`config.mk`:
```
export PLATFORM = sky130hd
export DESIGN_NAME = switch_port_config_ext_aer_regs
export DESIGN_NICKNAME = d
export VERILOG_FILES = /design/src/rtl/port_regs_pkg.sv /design/src/rtl/switch_port_config_ext_aer_regs.sv
export VERILOG_INCLUDE_DIRS = /design/src /design/src/rtl
export SDC_FILE = /design/constraint.sdc
export NUM_CORES = 1
export LEC_CHECK = 0
export BUFFER_PORTS_ARGS = -buffer_cell sky130_fd_sc_hd__buf_2
export CAP_MARGIN = 20
export CORE_ASPECT_RATIO = 0.8
export CORE_MARGIN = 2
export CORE_UTILIZATION = 55
export CTS_BUF_LIST = sky130_fd_sc_hd__clkbuf_8
export CTS_CLUSTER_SIZE = 28
export DETAILED_ROUTE_END_ITERATION = 7
export PLACE_DENSITY = 0.91
export RECOVER_POWER = 100
export SLEW_MARGIN = 20
export SYNTH_ARGS = -nofsm -noshare
export SYNTH_HDL_FRONTEND = slang
export SYNTH_SLANG_ARGS = --single-unit
```
`constraint.sdc`:
```
create_clock -name core_clk -period 6.3 [get_ports core_clk]
set_input_delay 1.89 -clock core_clk [delete_from_list [all_inputs] [get_ports core_clk]]
set_output_delay 1.89 -clock core_clk [all_outputs]
set_load 0.03 [all_outputs]
```
`src/rtl/port_regs_cfg.svh`:
```
// Offsets, field positions, masks and reset values of the port register slice
`ifndef PORT_REGS_CFG_SVH
`define PORT_REGS_CFG_SVH

`define OFS_SUBSYSTEM_PRODUCT_CODE_CAP 12'h0F0
`define OFS_SUBSYSTEM_PRODUCT_CODE_CODES 12'h0F4
`define OFS_IND_ADDR 12'h0F8
`define OFS_IND_DATA 12'h0FC
`define OFS_AER_CAP 12'h100
`define OFS_UE_FLAGS 12'h104

`define SUBSYSTEM_PRODUCT_CODE_CAP_CONST 32'h0000000D
`define SUBSYSTEM_PRODUCT_CODE_CAP_WMASK 32'h0000FF00
`define SUBSYSTEM_PRODUCT_CODE_CAP_RST 32'h00000000
`define SUBSYSTEM_PRODUCT_CODE_CODES_WMASK 32'hFFFFFFFF
`define SUBSYSTEM_PRODUCT_CODE_CODES_RST 32'h00000000
`define IND_ADDR_WMASK 32'h00000FFC
`define IND_ADDR_RST 32'h00000000
`define AER_CAP_CONST 32'h00010001
`define AER_CAP_WMASK 32'hFFF00000
`define AER_CAP_RST 32'h20000000
`define UE_FLAGS_WMASK 32'h001F3031
`define UE_FLAGS_RST 32'h00000000

`define BIT_OBSOLETE 0
`define BIT_LINK_PROTOCOL 4
`define BIT_SURPRISE_DOWN 5
`define BIT_POISONED 12
`define BIT_FLOW_CONTROL 13
`define BIT_CPL_TIMEOUT 14
`define BIT_CPL_ABORT 15
`define BIT_UNEXP_CPL 16
`define BIT_RX_OVERFLOW 17
`define BIT_MALFORMED 18
`define BIT_ECRC 19
`define BIT_UNSUPPORTED 20

`endif

```
`src/rtl/port_regs_pkg.sv`:
```
// Types carried by the port register slice
package port_regs_pkg;

   typedef struct packed {
      logic valid;
      logic write;
      logic smbus;
      logic [11:0] addr;
      logic [3:0] byte_en;
      logic [31:0] wdata;
   } cfg_req_t;

   typedef struct packed {
      logic valid;
      logic [31:0] rdata;
   } cfg_rsp_t;

   typedef struct packed {
      logic link_protocol;
      logic surprise_down;
      logic poisoned;
      logic flow_control;
      logic unexpected_cpl;
      logic rx_overflow;
      logic malformed;
      logic ecrc;
      logic unsupported;
   } err_event_t;

endpackage

```
`src/rtl/switch_port_config_ext_aer_regs.sv`:
```
// Per-port subsystem id, indirect config window and uncorrectable error status registers
// How it works
// RL1: Subsystem id header reads type code 0xD in its low byte.
// RL2: Header bits 15:8 hold a lockable next pointer, reset zero.
// RL3: Maker code in 15:0, product code in 31:16, lockable, reset zero.
// RL4: Indirect address keeps dword index 7:2 and extended index 11:8; rest zero.
// RL5: Reading the data register returns the selected target register.
// RL6: Writing the data register writes the target with its normal write behaviour.
// RL7: Byte enables of the data access apply to the target.
// RL8: Target pointing at the data register reads zero and drops writes.
// RL9: Target pointing at the address register lets data writes change it.
// RL10: Side port accesses to the data register read zero, writes do nothing.
// RL11: Error header reads code 0x1, version 0x1, lockable next pointer 0x200.
// RL12: Bit 4 sets on link protocol error; sticky, write one clears.
// RL13: Bit 5 sets on surprise down; stays zero without that capability.
// RL14: Bits 12 and 13 set on poisoned packet and flow control error.
// RL15: Bits 16 and 17 set on unexpected completion and receiver overflow.
// RL16: Bits 18, 19, 20 set on malformed, end-to-end CRC, unsupported request.
// RL17: Bit 14 completion time-out is hardwired zero.
// RL18: Bit 15 completer abort reads zero.
// RL19: Bit 0 is never set by hardware.
// RL20: Write one clears, zero keeps, a new detection wins over the clear.
// RL21: Sticky flags survive hot reset; only rst clears them.
`timescale 1ns/1ps
`include "port_regs_cfg.svh"

module switch_port_config_ext_aer_regs #(
   parameter int unsigned DATA_W = 32
) (
   input wire logic core_clk,
   input wire logic rst,
   input wire logic hot_rst,
   input wire logic write_lock,
   input wire logic surprise_down_capable,
   input wire port_regs_pkg::cfg_req_t req,
   input wire port_regs_pkg::err_event_t events,
   output port_regs_pkg::cfg_rsp_t rsp,
   output logic [31:0] uncorrectable_error_flags
);
   import port_regs_pkg::*;

   generate
      if (DATA_W != 32) begin : g_bad_width
         $error("Register slice serves 32-bit data only");
      end
   endgenerate

   function automatic logic [9:0] dword(input logic [11:0] a);
      dword = a[11:2];
   endfunction

   function automatic logic [31:0] lane_mask(input logic [3:0] be);
      lane_mask = {{8{be[3]}}, {8{be[2]}}, {8{be[1]}}, {8{be[0]}}};
   endfunction

   function automatic logic [31:0] merge(
      input logic [31:0] old,
      input logic [31:0] wdata,
      input logic [3:0] be,
      input logic [31:0] wmask
   );
      logic [31:0] m;
      m = lane_mask(be) & wmask;
      merge = (old & ~m) | (wdata & m);
   endfunction

   logic [31:0] subsystem_product_code_cap_reg, subsystem_product_code_cap_next;
   logic [31:0] subsystem_product_code_codes_reg, subsystem_product_code_codes_next;
   logic [31:0] ind_addr_reg, ind_addr_next;
   logic [31:0] aer_cap_reg, aer_cap_next;
   logic [31:0] flags_reg, flags_next;
   cfg_rsp_t rsp_reg, rsp_next;

   // Target chosen by the indirect window
   wire [11:0] ind_target = {ind_addr_reg[11:2], 2'b00};
   wire hit_data = dword(req.addr) == dword(`OFS_IND_DATA);
   wire tgt_is_data = dword(ind_target) == dword(`OFS_IND_DATA);
   wire ind_blocked = req.smbus || tgt_is_data; // [RL8] [RL10]
   wire eff_ok = !hit_data || !ind_blocked;
   wire [11:0] eff_addr = hit_data ? ind_target : req.addr; // [RL5] [RL6]
   wire wr_go = req.valid && req.write && eff_ok && !hot_rst;
   wire rd_go = req.valid && !req.write && !hot_rst;

   function automatic logic [31:0] read_reg(input logic [11:0] a);
      case (dword(a))
         dword(`OFS_SUBSYSTEM_PRODUCT_CODE_CAP): read_reg = (subsystem_product_code_cap_reg & `SUBSYSTEM_PRODUCT_CODE_CAP_WMASK) | `SUBSYSTEM_PRODUCT_CODE_CAP_CONST; // [RL1] [RL2]
         dword(`OFS_SUBSYSTEM_PRODUCT_CODE_CODES): read_reg = subsystem_product_code_codes_reg; // [RL3]
         dword(`OFS_IND_ADDR): read_reg = ind_addr_reg & `IND_ADDR_WMASK; // [RL4]
         dword(`OFS_AER_CAP): read_reg = (aer_cap_reg & `AER_CAP_WMASK) | `AER_CAP_CONST; // [RL11]
         dword(`OFS_UE_FLAGS): read_reg = flags_reg;
         default: read_reg = 32'h00000000;
      endcase
   endfunction

   wire [31:0] rd_val = eff_ok ? read_reg(eff_addr) : 32'h00000000; // [RL5] [RL8] [RL10]

   wire wr_subsystem_product_code_cap = wr_go && !write_lock && dword(eff_addr) == dword(`OFS_SUBSYSTEM_PRODUCT_CODE_CAP);
   wire wr_subsystem_product_code_codes = wr_go && !write_lock && dword(eff_addr) == dword(`OFS_SUBSYSTEM_PRODUCT_CODE_CODES);
   wire wr_ind_addr = wr_go && dword(eff_addr) == dword(`OFS_IND_ADDR);
   wire wr_aer_cap = wr_go && !write_lock && dword(eff_addr) == dword(`OFS_AER_CAP);
   wire wr_flags = wr_go && dword(eff_addr) == dword(`OFS_UE_FLAGS);

   // Lanes of the original access carry through the window
   wire [31:0] w1c_clear = wr_flags ? (req.wdata & lane_mask(req.byte_en) & `UE_FLAGS_WMASK) : 32'h00000000; // [RL7]

   wire [31:0] flag_set = (32'h00000001 << `BIT_LINK_PROTOCOL) & {32{events.link_protocol}} // [RL12]
      | (32'h00000001 << `BIT_SURPRISE_DOWN) & {32{events.surprise_down && surprise_down_capable}} // [RL13]
      | (32'h00000001 << `BIT_POISONED) & {32{events.poisoned}} // [RL14]
      | (32'h00000001 << `BIT_FLOW_CONTROL) & {32{events.flow_control}} // [RL14]
      | (32'h00000001 << `BIT_UNEXP_CPL) & {32{events.unexpected_cpl}} // [RL15]
      | (32'h00000001 << `BIT_RX_OVERFLOW) & {32{events.rx_overflow}} // [RL15]
      | (32'h00000001 << `BIT_MALFORMED) & {32{events.malformed}} // [RL16]
      | (32'h00000001 << `BIT_ECRC) & {32{events.ecrc}} // [RL16]
      | (32'h00000001 << `BIT_UNSUPPORTED) & {32{events.unsupported}}; // [RL16]

   // Without the capability the surprise-down flag is held at zero
   wire [31:0] keep_mask = surprise_down_capable ? `UE_FLAGS_WMASK
      : (`UE_FLAGS_WMASK & ~(32'h00000001 << `BIT_SURPRISE_DOWN)); // [RL13] [RL17] [RL18] [RL19]

   assign subsystem_product_code_cap_next = wr_subsystem_product_code_cap ? merge(subsystem_product_code_cap_reg, req.wdata, req.byte_en, `SUBSYSTEM_PRODUCT_CODE_CAP_WMASK)
      : subsystem_product_code_cap_reg; // [RL2] [RL6] [RL7]
   assign subsystem_product_code_codes_next = wr_subsystem_product_code_codes ? merge(subsystem_product_code_codes_reg, req.wdata, req.byte_en, `SUBSYSTEM_PRODUCT_CODE_CODES_WMASK)
      : subsystem_product_code_codes_reg; // [RL3]
   assign ind_addr_next = wr_ind_addr ? merge(ind_addr_reg, req.wdata, req.byte_en, `IND_ADDR_WMASK)
      : ind_addr_reg; // [RL4] [RL9]
   assign aer_cap_next = wr_aer_cap ? merge(aer_cap_reg, req.wdata, req.byte_en, `AER_CAP_WMASK)
      : aer_cap_reg; // [RL11]
   assign flags_next = ((flags_reg & ~w1c_clear) | flag_set) & keep_mask; // [RL20]
   assign rsp_next = '{valid: req.valid, rdata: (rd_go ? rd_val : 32'h00000000)};

   // Sticky flags: only the fundamental reset clears them
   always_ff @(posedge core_clk) begin
      if (rst) begin
         flags_reg <= `UE_FLAGS_RST;
      end else begin
         flags_reg <= flags_next; // [RL21]
      end
   end

   // Non-sticky state: cleared by either reset
   always_ff @(posedge core_clk) begin
      if (rst || hot_rst) begin
         subsystem_product_code_cap_reg <= `SUBSYSTEM_PRODUCT_CODE_CAP_RST;
         subsystem_product_code_codes_reg <= `SUBSYSTEM_PRODUCT_CODE_CODES_RST;
         ind_addr_reg <= `IND_ADDR_RST;
         aer_cap_reg <= `AER_CAP_RST;
         rsp_reg <= '0;
      end else begin
         subsystem_product_code_cap_reg <= subsystem_product_code_cap_next;
         subsystem_product_code_codes_reg <= subsystem_product_code_codes_next;
         ind_addr_reg <= ind_addr_next;
         aer_cap_reg <= aer_cap_next;
         rsp_reg <= rsp_next;
      end
   end

   assign rsp = rsp_reg;
   assign uncorrectable_error_flags = flags_reg;

   // Checks
   wire rd_direct = rd_go && !hit_data;
   wire rd_window = rd_go && hit_data;

   property p_subsystem_product_code_structure_type_code;
      @(posedge core_clk) disable iff (rst || hot_rst)
      rd_direct && dword(req.addr) == dword(`OFS_SUBSYSTEM_PRODUCT_CODE_CAP) |=> rsp.valid && rsp.rdata[7:0] == 8'h0D;
   endproperty
   a_subsystem_product_code_structure_type_code: assert property (p_subsystem_product_code_structure_type_code) else $error("subsystem id type code wrong"); // [RL1]

   property p_lock_holds;
      @(posedge core_clk) disable iff (rst || hot_rst)
      write_lock |=> $stable(subsystem_product_code_cap_reg) && $stable(subsystem_product_code_codes_reg) && $stable(aer_cap_reg);
   endproperty
   a_lock_holds: assert property (p_lock_holds) else $error("locked field changed"); // [RL2]

   property p_codes_write;
      @(posedge core_clk) disable iff (rst || hot_rst)
      wr_go && !write_lock && !hit_data && dword(req.addr) == dword(`OFS_SUBSYSTEM_PRODUCT_CODE_CODES) && req.byte_en == 4'hF
      |=> subsystem_product_code_codes_reg == $past(req.wdata);
   endproperty
   a_codes_write: assert property (p_codes_write) else $error("subsystem codes not written"); // [RL3]

   property p_addr_reserved;
      @(posedge core_clk) disable iff (rst)
      ##1 (ind_addr_reg & ~`IND_ADDR_WMASK) == 32'h00000000;
   endproperty
   a_addr_reserved: assert property (p_addr_reserved) else $error("address reserved bits set"); // [RL4]

   property p_window_read;
      @(posedge core_clk) disable iff (rst || hot_rst)
      rd_window && !req.smbus && dword(ind_target) == dword(`OFS_UE_FLAGS) |=> rsp.rdata == $past(flags_reg);
   endproperty
   a_window_read: assert property (p_window_read) else $error("window read mismatch"); // [RL5]

   property p_self_read_zero;
      @(posedge core_clk) disable iff (rst || hot_rst)
      rd_window && (req.smbus || tgt_is_data) |=> rsp.valid && rsp.rdata == 32'h00000000;
   endproperty
   a_self_read_zero: assert property (p_self_read_zero) else $error("blocked window read not zero"); // [RL8]

   property p_window_addr_write;
      @(posedge core_clk) disable iff (rst || hot_rst)
      req.valid && req.write && hit_data && !req.smbus && dword(ind_target) == dword(`OFS_IND_ADDR)
      && req.byte_en == 4'hF |=> ind_addr_reg == ($past(req.wdata) & `IND_ADDR_WMASK);
   endproperty
   a_window_addr_write: assert property (p_window_addr_write) else $error("address not written via window"); // [RL9]

   property p_smbus_no_write;
      @(posedge core_clk) disable iff (rst || hot_rst)
      req.valid && req.write && hit_data && req.smbus && !(|events)
      |=> $stable(ind_addr_reg) && $stable(subsystem_product_code_codes_reg) && $stable(flags_reg);
   endproperty
   a_smbus_no_write: assert property (p_smbus_no_write) else $error("side port write took effect"); // [RL10]

   property p_aer_header;
      @(posedge core_clk) disable iff (rst || hot_rst)
      rd_direct && dword(req.addr) == dword(`OFS_AER_CAP) |=> rsp.rdata[19:0] == 20'h10001;
   endproperty
   a_aer_header: assert property (p_aer_header) else $error("error header code or version wrong"); // [RL11]

   property p_set_wins;
      @(posedge core_clk) disable iff (rst)
      (events.link_protocol |=> flags_reg[`BIT_LINK_PROTOCOL])
      and (events.poisoned |=> flags_reg[`BIT_POISONED]);
   endproperty
   a_set_wins: assert property (p_set_wins) else $error("detected error not flagged"); // [RL12] [RL14] [RL20]

   property p_surprise_gate;
      @(posedge core_clk) disable iff (rst)
      !surprise_down_capable |=> !flags_reg[`BIT_SURPRISE_DOWN];
   endproperty
   a_surprise_gate: assert property (p_surprise_gate) else $error("surprise down flagged without capability"); // [RL13]

   property p_fixed_zero;
      @(posedge core_clk) disable iff (rst)
      ##1 !flags_reg[`BIT_CPL_TIMEOUT] && !flags_reg[`BIT_CPL_ABORT] && !flags_reg[`BIT_OBSOLETE];
   endproperty
   a_fixed_zero: assert property (p_fixed_zero) else $error("fixed-zero flag set"); // [RL17] [RL18] [RL19]

   property p_sticky_hot;
      @(posedge core_clk) disable iff (rst)
      hot_rst && !(|events) |=> flags_reg == $past(flags_reg);
   endproperty
   a_sticky_hot: assert property (p_sticky_hot) else $error("sticky flags lost on hot reset"); // [RL21]

   property p_w1c_clear;
      @(posedge core_clk) disable iff (rst || hot_rst)
      wr_flags && req.byte_en[2] && req.wdata[`BIT_UNEXP_CPL] && !events.unexpected_cpl
      |=> !flags_reg[`BIT_UNEXP_CPL];
   endproperty
   a_w1c_clear: assert property (p_w1c_clear) else $error("write one did not clear"); // [RL15] [RL20]

   property p_rsp_follows;
      @(posedge core_clk) disable iff (rst || hot_rst)
      req.valid |=> rsp.valid;
   endproperty
   a_rsp_follows: assert property (p_rsp_follows) else $error("request not answered"); // [RL5]

   property p_rsp_idle;
      @(posedge core_clk) disable iff (rst || hot_rst)
      !req.valid |=> !rsp.valid;
   endproperty
   a_rsp_idle: assert property (p_rsp_idle) else $error("answer without request"); // [RL5]

   property p_write_rdata_zero;
      @(posedge core_clk) disable iff (rst || hot_rst)
      req.valid && req.write |=> rsp.rdata == 32'h00000000;
   endproperty
   a_write_rdata_zero: assert property (p_write_rdata_zero) else $error("write answer carries data"); // [RL6]

   property p_cap_upper_zero;
      @(posedge core_clk) disable iff (rst || hot_rst)
      rd_direct && dword(req.addr) == dword(`OFS_SUBSYSTEM_PRODUCT_CODE_CAP) |=> rsp.rdata[31:16] == 16'h0000;
   endproperty
   a_cap_upper_zero: assert property (p_cap_upper_zero) else $error("id header upper half not zero"); // [RL1]

   property p_cap_ptr_write;
      @(posedge core_clk) disable iff (rst || hot_rst)
      wr_go && !write_lock && !hit_data && dword(req.addr) == dword(`OFS_SUBSYSTEM_PRODUCT_CODE_CAP) && req.byte_en[1]
      |=> subsystem_product_code_cap_reg[15:8] == $past(req.wdata[15:8]);
   endproperty
   a_cap_ptr_write: assert property (p_cap_ptr_write) else $error("id header pointer not written"); // [RL2]

   property p_codes_read;
      @(posedge core_clk) disable iff (rst || hot_rst)
      rd_direct && dword(req.addr) == dword(`OFS_SUBSYSTEM_PRODUCT_CODE_CODES) |=> rsp.rdata == $past(subsystem_product_code_codes_reg);
   endproperty
   a_codes_read: assert property (p_codes_read) else $error("subsystem codes read wrong"); // [RL3]

   property p_addr_read;
      @(posedge core_clk) disable iff (rst || hot_rst)
      rd_direct && dword(req.addr) == dword(`OFS_IND_ADDR) |=> rsp.rdata[31:12] == 20'h00000 && rsp.rdata[1:0] == 2'b00;
   endproperty
   a_addr_read: assert property (p_addr_read) else $error("address register reserved bits read"); // [RL4]

   property p_addr_write;
      @(posedge core_clk) disable iff (rst || hot_rst)
      wr_go && !hit_data && dword(req.addr) == dword(`OFS_IND_ADDR) && req.byte_en == 4'hF
      |=> ind_addr_reg[11:2] == $past(req.wdata[11:2]);
   endproperty
   a_addr_write: assert property (p_addr_write) else $error("address index not written"); // [RL4]

   property p_window_lanes;
      @(posedge core_clk) disable iff (rst || hot_rst)
      wr_go && hit_data && dword(ind_target) == dword(`OFS_SUBSYSTEM_PRODUCT_CODE_CODES) && !req.byte_en[3]
      |=> subsystem_product_code_codes_reg[31:24] == $past(subsystem_product_code_codes_reg[31:24]);
   endproperty
   a_window_lanes: assert property (p_window_lanes) else $error("disabled lane written via window"); // [RL7]

   property p_self_write_drop;
      @(posedge core_clk) disable iff (rst || hot_rst)
      req.valid && req.write && hit_data && tgt_is_data
      |=> $stable(ind_addr_reg) && $stable(subsystem_product_code_codes_reg) && $stable(subsystem_product_code_cap_reg) && $stable(aer_cap_reg);
   endproperty
   a_self_write_drop: assert property (p_self_write_drop) else $error("self-targeted write took effect"); // [RL8]

   property p_smbus_read_zero;
      @(posedge core_clk) disable iff (rst || hot_rst)
      rd_window && req.smbus |=> rsp.rdata == 32'h00000000;
   endproperty
   a_smbus_read_zero: assert property (p_smbus_read_zero) else $error("side port window read not zero"); // [RL10]

   property p_aer_ptr_write;
      @(posedge core_clk) disable iff (rst || hot_rst)
      wr_go && !write_lock && !hit_data && dword(req.addr) == dword(`OFS_AER_CAP) && req.byte_en[3] && req.byte_en[2]
      |=> aer_cap_reg[31:20] == $past(req.wdata[31:20]);
   endproperty
   a_aer_ptr_write: assert property (p_aer_ptr_write) else $error("error header pointer not written"); // [RL11]

   property p_aer_ptr_reset;
      @(posedge core_clk) disable iff (rst)
      hot_rst |=> aer_cap_reg == `AER_CAP_RST;
   endproperty
   a_aer_ptr_reset: assert property (p_aer_ptr_reset) else $error("error header pointer not reset"); // [RL11]

   property p_reserved_flags;
      @(posedge core_clk) disable iff (rst)
      ##1 (flags_reg & ~`UE_FLAGS_WMASK) == 32'h00000000;
   endproperty
   a_reserved_flags: assert property (p_reserved_flags) else $error("reserved flag bit set"); // [RL19]

   property p_no_set_without_event;
      @(posedge core_clk) disable iff (rst)
      !events.ecrc |=> !$rose(flags_reg[`BIT_ECRC]);
   endproperty
   a_no_set_without_event: assert property (p_no_set_without_event) else $error("flag set without event"); // [RL16]

   property p_write_never_sets;
      @(posedge core_clk) disable iff (rst || hot_rst)
      wr_flags && !(|events) |=> (flags_reg & ~$past(flags_reg)) == 32'h00000000;
   endproperty
   a_write_never_sets: assert property (p_write_never_sets) else $error("flag write set a bit"); // [RL20]

   property p_surprise_set;
      @(posedge core_clk) disable iff (rst)
      events.surprise_down && surprise_down_capable |=> flags_reg[`BIT_SURPRISE_DOWN];
   endproperty
   a_surprise_set: assert property (p_surprise_set) else $error("surprise down not flagged"); // [RL13]

   property p_rst_clears;
      @(posedge core_clk)
      rst |=> flags_reg == 32'h00000000;
   endproperty
   a_rst_clears: assert property (p_rst_clears) else $error("fundamental reset left flags set"); // [RL21]

   c_window_read: cover property (@(posedge core_clk) disable iff (rst) rd_window && !ind_blocked);
   c_flag_cleared: cover property (@(posedge core_clk) disable iff (rst) flags_reg[`BIT_ECRC] ##1 !flags_reg[`BIT_ECRC]);
   c_smbus_blocked: cover property (@(posedge core_clk) disable iff (rst) rd_window && req.smbus);
   c_hot_keep: cover property (@(posedge core_clk) disable iff (rst) hot_rst && |flags_reg);
   c_set_and_clear: cover property (@(posedge core_clk) disable iff (rst) wr_flags && events.ecrc);

endmodule

```
==> reports/metrics.cfg, run 1 <==
[outcome]
outcome=complete, but fails checks
violations=capacitance limit, slew limit

[grt]
grt-ovfl-total=0
grt_max_degree=109
grt_use_total=0.2522
grt_pass1_vias=3836
antenna_found_initial=1
grt_pass1_wl_um=17960

[sta]
finClkSkew_ns=0.008184
finalCritPeriodShare=0.8680
setup_viol=0
fmax_mhz=182.9
max_slew_margin=-0.02536
tightestPinTransition_ns=1.526
hold_viol_final=0
rsz0062_at_grt=no
hold_slack_ns=0.4578
period_needed_ns=5.469
tns_ns=0
final_max_slew_viol_count=13

[cells_and_area]
drive_gt1_frac=0.1391
final_util=0.6468
layout.nets=664
fillCellCount=650
layout_common_cells=dfxtp_1 (105), nand2_1 (99), buf_2 (59), clkbuf_1 (49), nor2_1 (40)
finalNonFillerCells=713
area_growth_syn_to_layout_pct=14.45
layout_commonest_cell=dfxtp_1

[power]
clockPowerShare=0.376
ir_worst_vdd_v=0.0001096
power.leakage_nw=2.050
p_sw_frac=0.2427
p_per_area_nw_per_um2=240.9
p_seq_frac=0.547
p_sw_uw=297.7
p_comb_frac=0.077
p_int_uw=929.0

[place]
dp_cells=696
gp_congestion=0.9543
dp_hpwl_um=7673
port_buffers=105

[synth]
syn_avg_cell_area_um2=8.776
yosysWarnings=0
ys_ff_latch=105
yosysUniqueCellTypes=42
syn_area_um2=4449
netlist_instances=507
synth-seq-area-share=0.4724

[floorplanning]
rows=29
die_area_um2=8830
fp.dieH_um=84.45
core_um2=7874
die_x_um=104.6
initial_utilization=0.5651
pin_count=130

[cts]
root_buffer=clkbuf_8
cts_tree=built
cts_buffers=9
cts.clk_slew.worst_paths_ns=0.10
cts_resized=0
hold_buffers=0
cts.sinks=105
clk_path_buf_depth=2
htree_levels=3
clk-insertion-delay-late_ns=0.36
postCtsSetupBuffers=0

[worst_setup_path]
critPathRequiredTime_ns=6.49
cp-end-kind=flip-flop
arrival_ns=5.66
path_delay_family=compound AO/OA/AOI/OAI gates
timing.critical_path.mode_cell=clkbuf_1
crit_buf_inv=2
crit_chain=clkbuf_1 -> or4b_1 -> o41a_1 -> nand4_1 -> a211oi_1 -> o21ai_0 -> clkbuf_1 -> nor2_1
cp-startpoint=req[46]
slowest_stage=clkbuf_1
cp_max_fo=23
critPathMaxStageDelay_ns=1.07
path_class=input pin to flip-flop
cp-start-kind=input pin

[drt]
drc_errors=0
wl_per_cell_um=15.63
vias=4044
ant_nets=0
viasPerCell=5.672
dr.pass1.iters=5
drt_iter0_drc=352
wirelength_um=11150

[run]
drv_cap=1

[hold_path]
hold_class=flip-flop to flip-flop

[cells in the mapped netlist]
library cell / n / area [um2]
a211oi_1: 3 / 22.52
a21oi_1: 9 / 45.04
a221oi_1: 3 / 26.28
a222oi_1: 2 / 20.02
a22oi_1: 25 / 187.7
a311oi_1: 6 / 52.55
a31oi_1: 3 / 18.77
a41oi_1: 3 / 26.28
and2_1: 5 / 31.28
and3_1: 2 / 12.51
and4_1: 2 / 17.52
buf_2: 5 / 25.02
buf_4: 23 / 172.7
buf_6: 1 / 11.26
clkbuf_1: 21 / 78.83
conb_1: 1 / 3.750
dfxtp_1: 105 / 2102
inv_1: 11 / 41.29
mux2i_1: 38 / 380.4
nand2_1: 99 / 371.6
nand2b_1: 6 / 37.54
nand3_1: 28 / 140.1
nand4_1: 3 / 18.77
nor2_1: 41 / 153.9
nor2b_1: 1 / 6.260
nor3_1: 6 / 30.03
nor3_2: 2 / 20.02
nor3_4: 1 / 16.27
nor3b_1: 2 / 15.01
nor4_1: 4 / 25.02
nor4_4: 3 / 63.81
nor4bb_1: 1 / 10.01
o2111ai_1: 3 / 26.28
o211ai_1: 1 / 7.510
o21ai_0: 27 / 135.1
o21bai_1: 2 / 15.01
o41a_1: 3 / 33.78
o41ai_1: 2 / 17.52
or2_2: 1 / 6.260
or3_1: 1 / 6.260
or4_1: 1 / 7.510
or4b_1: 1 / 10.01
[final cells by class]
type | count | area (um2) | area share
flip-flops and latches | 105 | 2102 | 0.4128
multi-input cells | 362 | 2090 | 0.4103
repair buffers | 110 | 494.2 | 0.09705
clock buffers | 10 | 137.6 | 0.02703
well taps | 108 | 135.1 | 0.02654
clock inverters | 6 | 90.09 | 0.01769
inverters | 11 | 41.29 | 0.008108
diodes | 1 | 2.502 | 0.0004914
[power groups by stage]
stage          sequential, mW  combinational, mW  clock [mW]
2_1_floorplan           0.694             0.0602           0
3_3_place_gp            0.686             0.0916           0
4_1_cts                 0.671             0.0951       0.468
5_1_grt                 0.672              0.101       0.494
3_5_place_dp            0.686             0.0943           0
6_report                0.671             0.0945       0.461
[cells by family after synthesis]
family / share of synthesized area
other: 0.0008428
muxes: 0.08549
DFF: 0.4724
buffers and inverters: 0.07396
AOI/OAI and AO/OA: 0.1426
and+or+nand+nor: 0.2247
[worst register-to-register path, stage by stage, from the launching register on]
cell,delay (ns)
dfxtp_1,0.35
nand2b_1,0.15
o41a_1,0.33
nand4_1,0.32
a211oi_1,0.09
o21ai_0,0.92
clkbuf_1,1.08
nor2_1,0.16
[worst paths after layout]
check | to | slack (ns) | cells past startpoint
worst max register to register | rsp[15] | 2.74 | 7
worst min-delay path | rsp[4] | 0.46 | 2
worst min register to register | rsp[4] | 0.46 | 2
worst max-delay path | rsp[15] | 0.83 | 8
[layer usage]
metal	track usage	wire, um	part of all wire	vias to the layer above
li1	-	-	-	1925
met1	0.3038	4458	0.40	1891
met2	0.4201	5383	0.48	203
met3	0.07609	1084	0.097	25
met4	0.1093	220	0.020	0
met5	0	0	0	-
[stage by stage]
stage	power [mW]	setup slack, ns	area [um2]
after global placement	0.7775	1.228	4961
final	1.227	0.8314	5092
after global routing	1.267	0.6784	5090
after CTS	1.234	1.547	5189
after detailed placement	0.7804	1.202	4961
after floorplan	0.7540	1.920	4528
(Power assumes the default switching activity.)
==> run 2, diff against run 1 <==
--- a/config.mk
+++ b/config.mk
@@ -9,7 +9,7 @@
 export BUFFER_PORTS_ARGS = -buffer_cell sky130_fd_sc_hd__buf_2
 export CAP_MARGIN = 20
 export CORE_ASPECT_RATIO = 0.8
-export CORE_MARGIN = 2
+export CORE_MARGIN = 8
 export CORE_UTILIZATION = 55
 export CTS_BUF_LIST = sky130_fd_sc_hd__clkbuf_8
 export CTS_CLUSTER_SIZE = 28
==> run 2 against run 1 <==
Net effect:
- flip-flop and latch count did not move
- first-iteration DRC count fell by 2.8%
- the run still ends with capacitance limit, slew limit left
- register-to-register slack got worse by 0.11 ns
- clock skew rose by 0.0037 ns
- global-route usage fell by 4.3 points
- final cell count did not move
- highest routed layer is now met5
==> reports/metrics.cfg, run 2 (synthesis gave the netlist of run 1 again) <==
[drt]
wirelength_um=11840  ; +6.3%
ant_nets=0  ; unchanged
vias=3999  ; -1.1%
drt_iter0_drc=342  ; -2.8%
drc_errors=0  ; unchanged
dr.pass1.iters=5  ; unchanged
viasPerCell=5.609  ; -1.1%
wl_per_cell_um=16.61  ; +6.3%

[cts]
htree_levels=3  ; unchanged
cts.sinks=105  ; unchanged
clk_path_buf_depth=2  ; unchanged
cts_resized=0  ; unchanged
cts_tree=built
root_buffer=clkbuf_8
cts_buffers=9  ; unchanged
postCtsSetupBuffers=0  ; unchanged
cts.clk_slew.worst_paths_ns=0.10  ; about the same
clk-insertion-delay-late_ns=0.37  ; about the same
hold_buffers=0  ; unchanged

[worst_setup_path]
critPathMaxStageDelay_ns=1.67  ; +0.60 ns
critPathRequiredTime_ns=6.47  ; -0.02 ns
crit_chain=clkbuf_1 -> or4b_1 -> o41ai_1 -> o21ai_1 -> nor4_1 -> o21ai_0
slowest_stage=nor4_1
cp_max_fo=16  ; -30%
path_class=input pin to flip-flop
cp-end-kind=flip-flop
cp-start-kind=input pin
arrival_ns=5.43  ; -0.23 ns
r2r_cells=5  ; -2

[floorplanning]
fp.dieH_um=96.45  ; +14%
initial_utilization=0.5625  ; -0.002592
rows=29  ; unchanged
core_um2=7910  ; +0.46%
die_x_um=116.6  ; +11%
pin_count=130  ; unchanged
die_area_um2=11240  ; +27%

[grt]
grt_max_degree=109  ; unchanged
grt_pass1_vias=3899  ; +1.6%
grt_pass1_wl_um=18350  ; +2.2%
grt-ovfl-total=0  ; unchanged
grt_use_total=0.2087  ; -0.04344
antenna_found_initial=2  ; +1

[sta]
setup_viol=0  ; unchanged
final_max_slew_viol_count=31  ; +18
max_slew_margin=-0.3387  ; -0.3134
tns_ns=0  ; unchanged
tightestPinTransition_ns=1.990  ; +0.4635 ns
period_needed_ns=5.257  ; -0.2120 ns
hold_viol_final=0  ; unchanged
finalCritPeriodShare=0.8344  ; -0.03365
fmax_mhz=190.2  ; +4.0%
rsz0062_at_grt=no
finClkSkew_ns=0.01190  ; +0.003715 ns
worst_slack_ns=1.043  ; +0.2120 ns

[run]
drv_cap=2  ; +1

[power]
p_per_area_nw_per_um2=229.1  ; -4.9%
power.total_mw=1.159  ; -5.6%
ir_worst_vdd_v=0.0001130  ; +3.1%
power.leakage_nw=2.035  ; -0.71%

[place]
port_buffers=105  ; unchanged
gp_congestion=0.9169  ; -3.9%
dp_hpwl_um=8566  ; +12%
dp_cells=697  ; +0.14%
pre_cts_ws_ns=1.136  ; -0.06598 ns

[cells_and_area]
n_antenna_cell=0  ; -1
final_util=0.6394  ; -0.007395
drive_gt1_frac=0.1421  ; +0.003076
area_growth_syn_to_layout_pct=13.67
finalNonFillerCells=713  ; unchanged
fillCellCount=698  ; +7.4%
layout_commonest_cell=dfxtp_1
layout_common_cells=dfxtp_1 (105), nand2_1 (99), buf_2 (59), clkbuf_1 (48), nor2_1 (40)
layout.nets=665  ; +0.15%

[hold_path]
holdPathStages=2  ; unchanged
hold_class=flip-flop to flip-flop

[outcome]
violations=capacitance limit, slew limit
outcome=complete, but fails checks

==> run 2: report_power, final <==
group	internal, mW	total [mW]	switching, mW
Clock	0.160	0.394	0.233
Sequential	0.667	0.671	0.00334
Combinational	0.0255	0.0940	0.0685
Total	0.853	1.16	0.305
==> run 2: worst max-delay path, delay by kind of cell <==
kind	cells	cell delay, ns
compound gates	3	1.14
buf+inv	1	0.10
simple gates	2	2.30
==> run 2: worst paths after layout <==
check / from / end / slack [ns]
worst min-delay path: flip-flop / rsp[9] / 0.46
worst max-delay path: req[44] / flip-flop / 1.04
worst min register to register: flip-flop / rsp[9] / 0.46
worst max register to register: flip-flop / flip-flop / 2.63
==> run 2: cell type report <==
cell class | instances | area (um2) | share of cell area
inverter | 11 | 41.29 | 0.008164
multi-input combinational | 362 | 2086 | 0.4124
clock buffer | 10 | 137.6 | 0.02721
clock inverter | 6 | 50.05 | 0.009896
sequential | 105 | 2102 | 0.4156
timing repair buffer | 111 | 505.5 | 0.09995
tap | 108 | 135.1 | 0.02672
==> run 2: stage by stage <==
step	cell area, um2	hold slack (ns)
after global placement	4969	0.4401
final	5057	0.4584
after global routing	5057	0.4800
after detailed placement	4969	0.4453
after CTS	5156	0.4605
after floorplan	4528	0.4322
==> run 2: metal layers <==
layer	share of wire	wire, um	GRT usage	up-vias
li1	-	-	-	1928
met1	0.40	4706	0.2411	1873
met2	0.48	5701	0.3601	166
met3	0.095	1127	0.05776	28
met4	0.024	286	0.09033	4
met5	0.0019	22	0	-
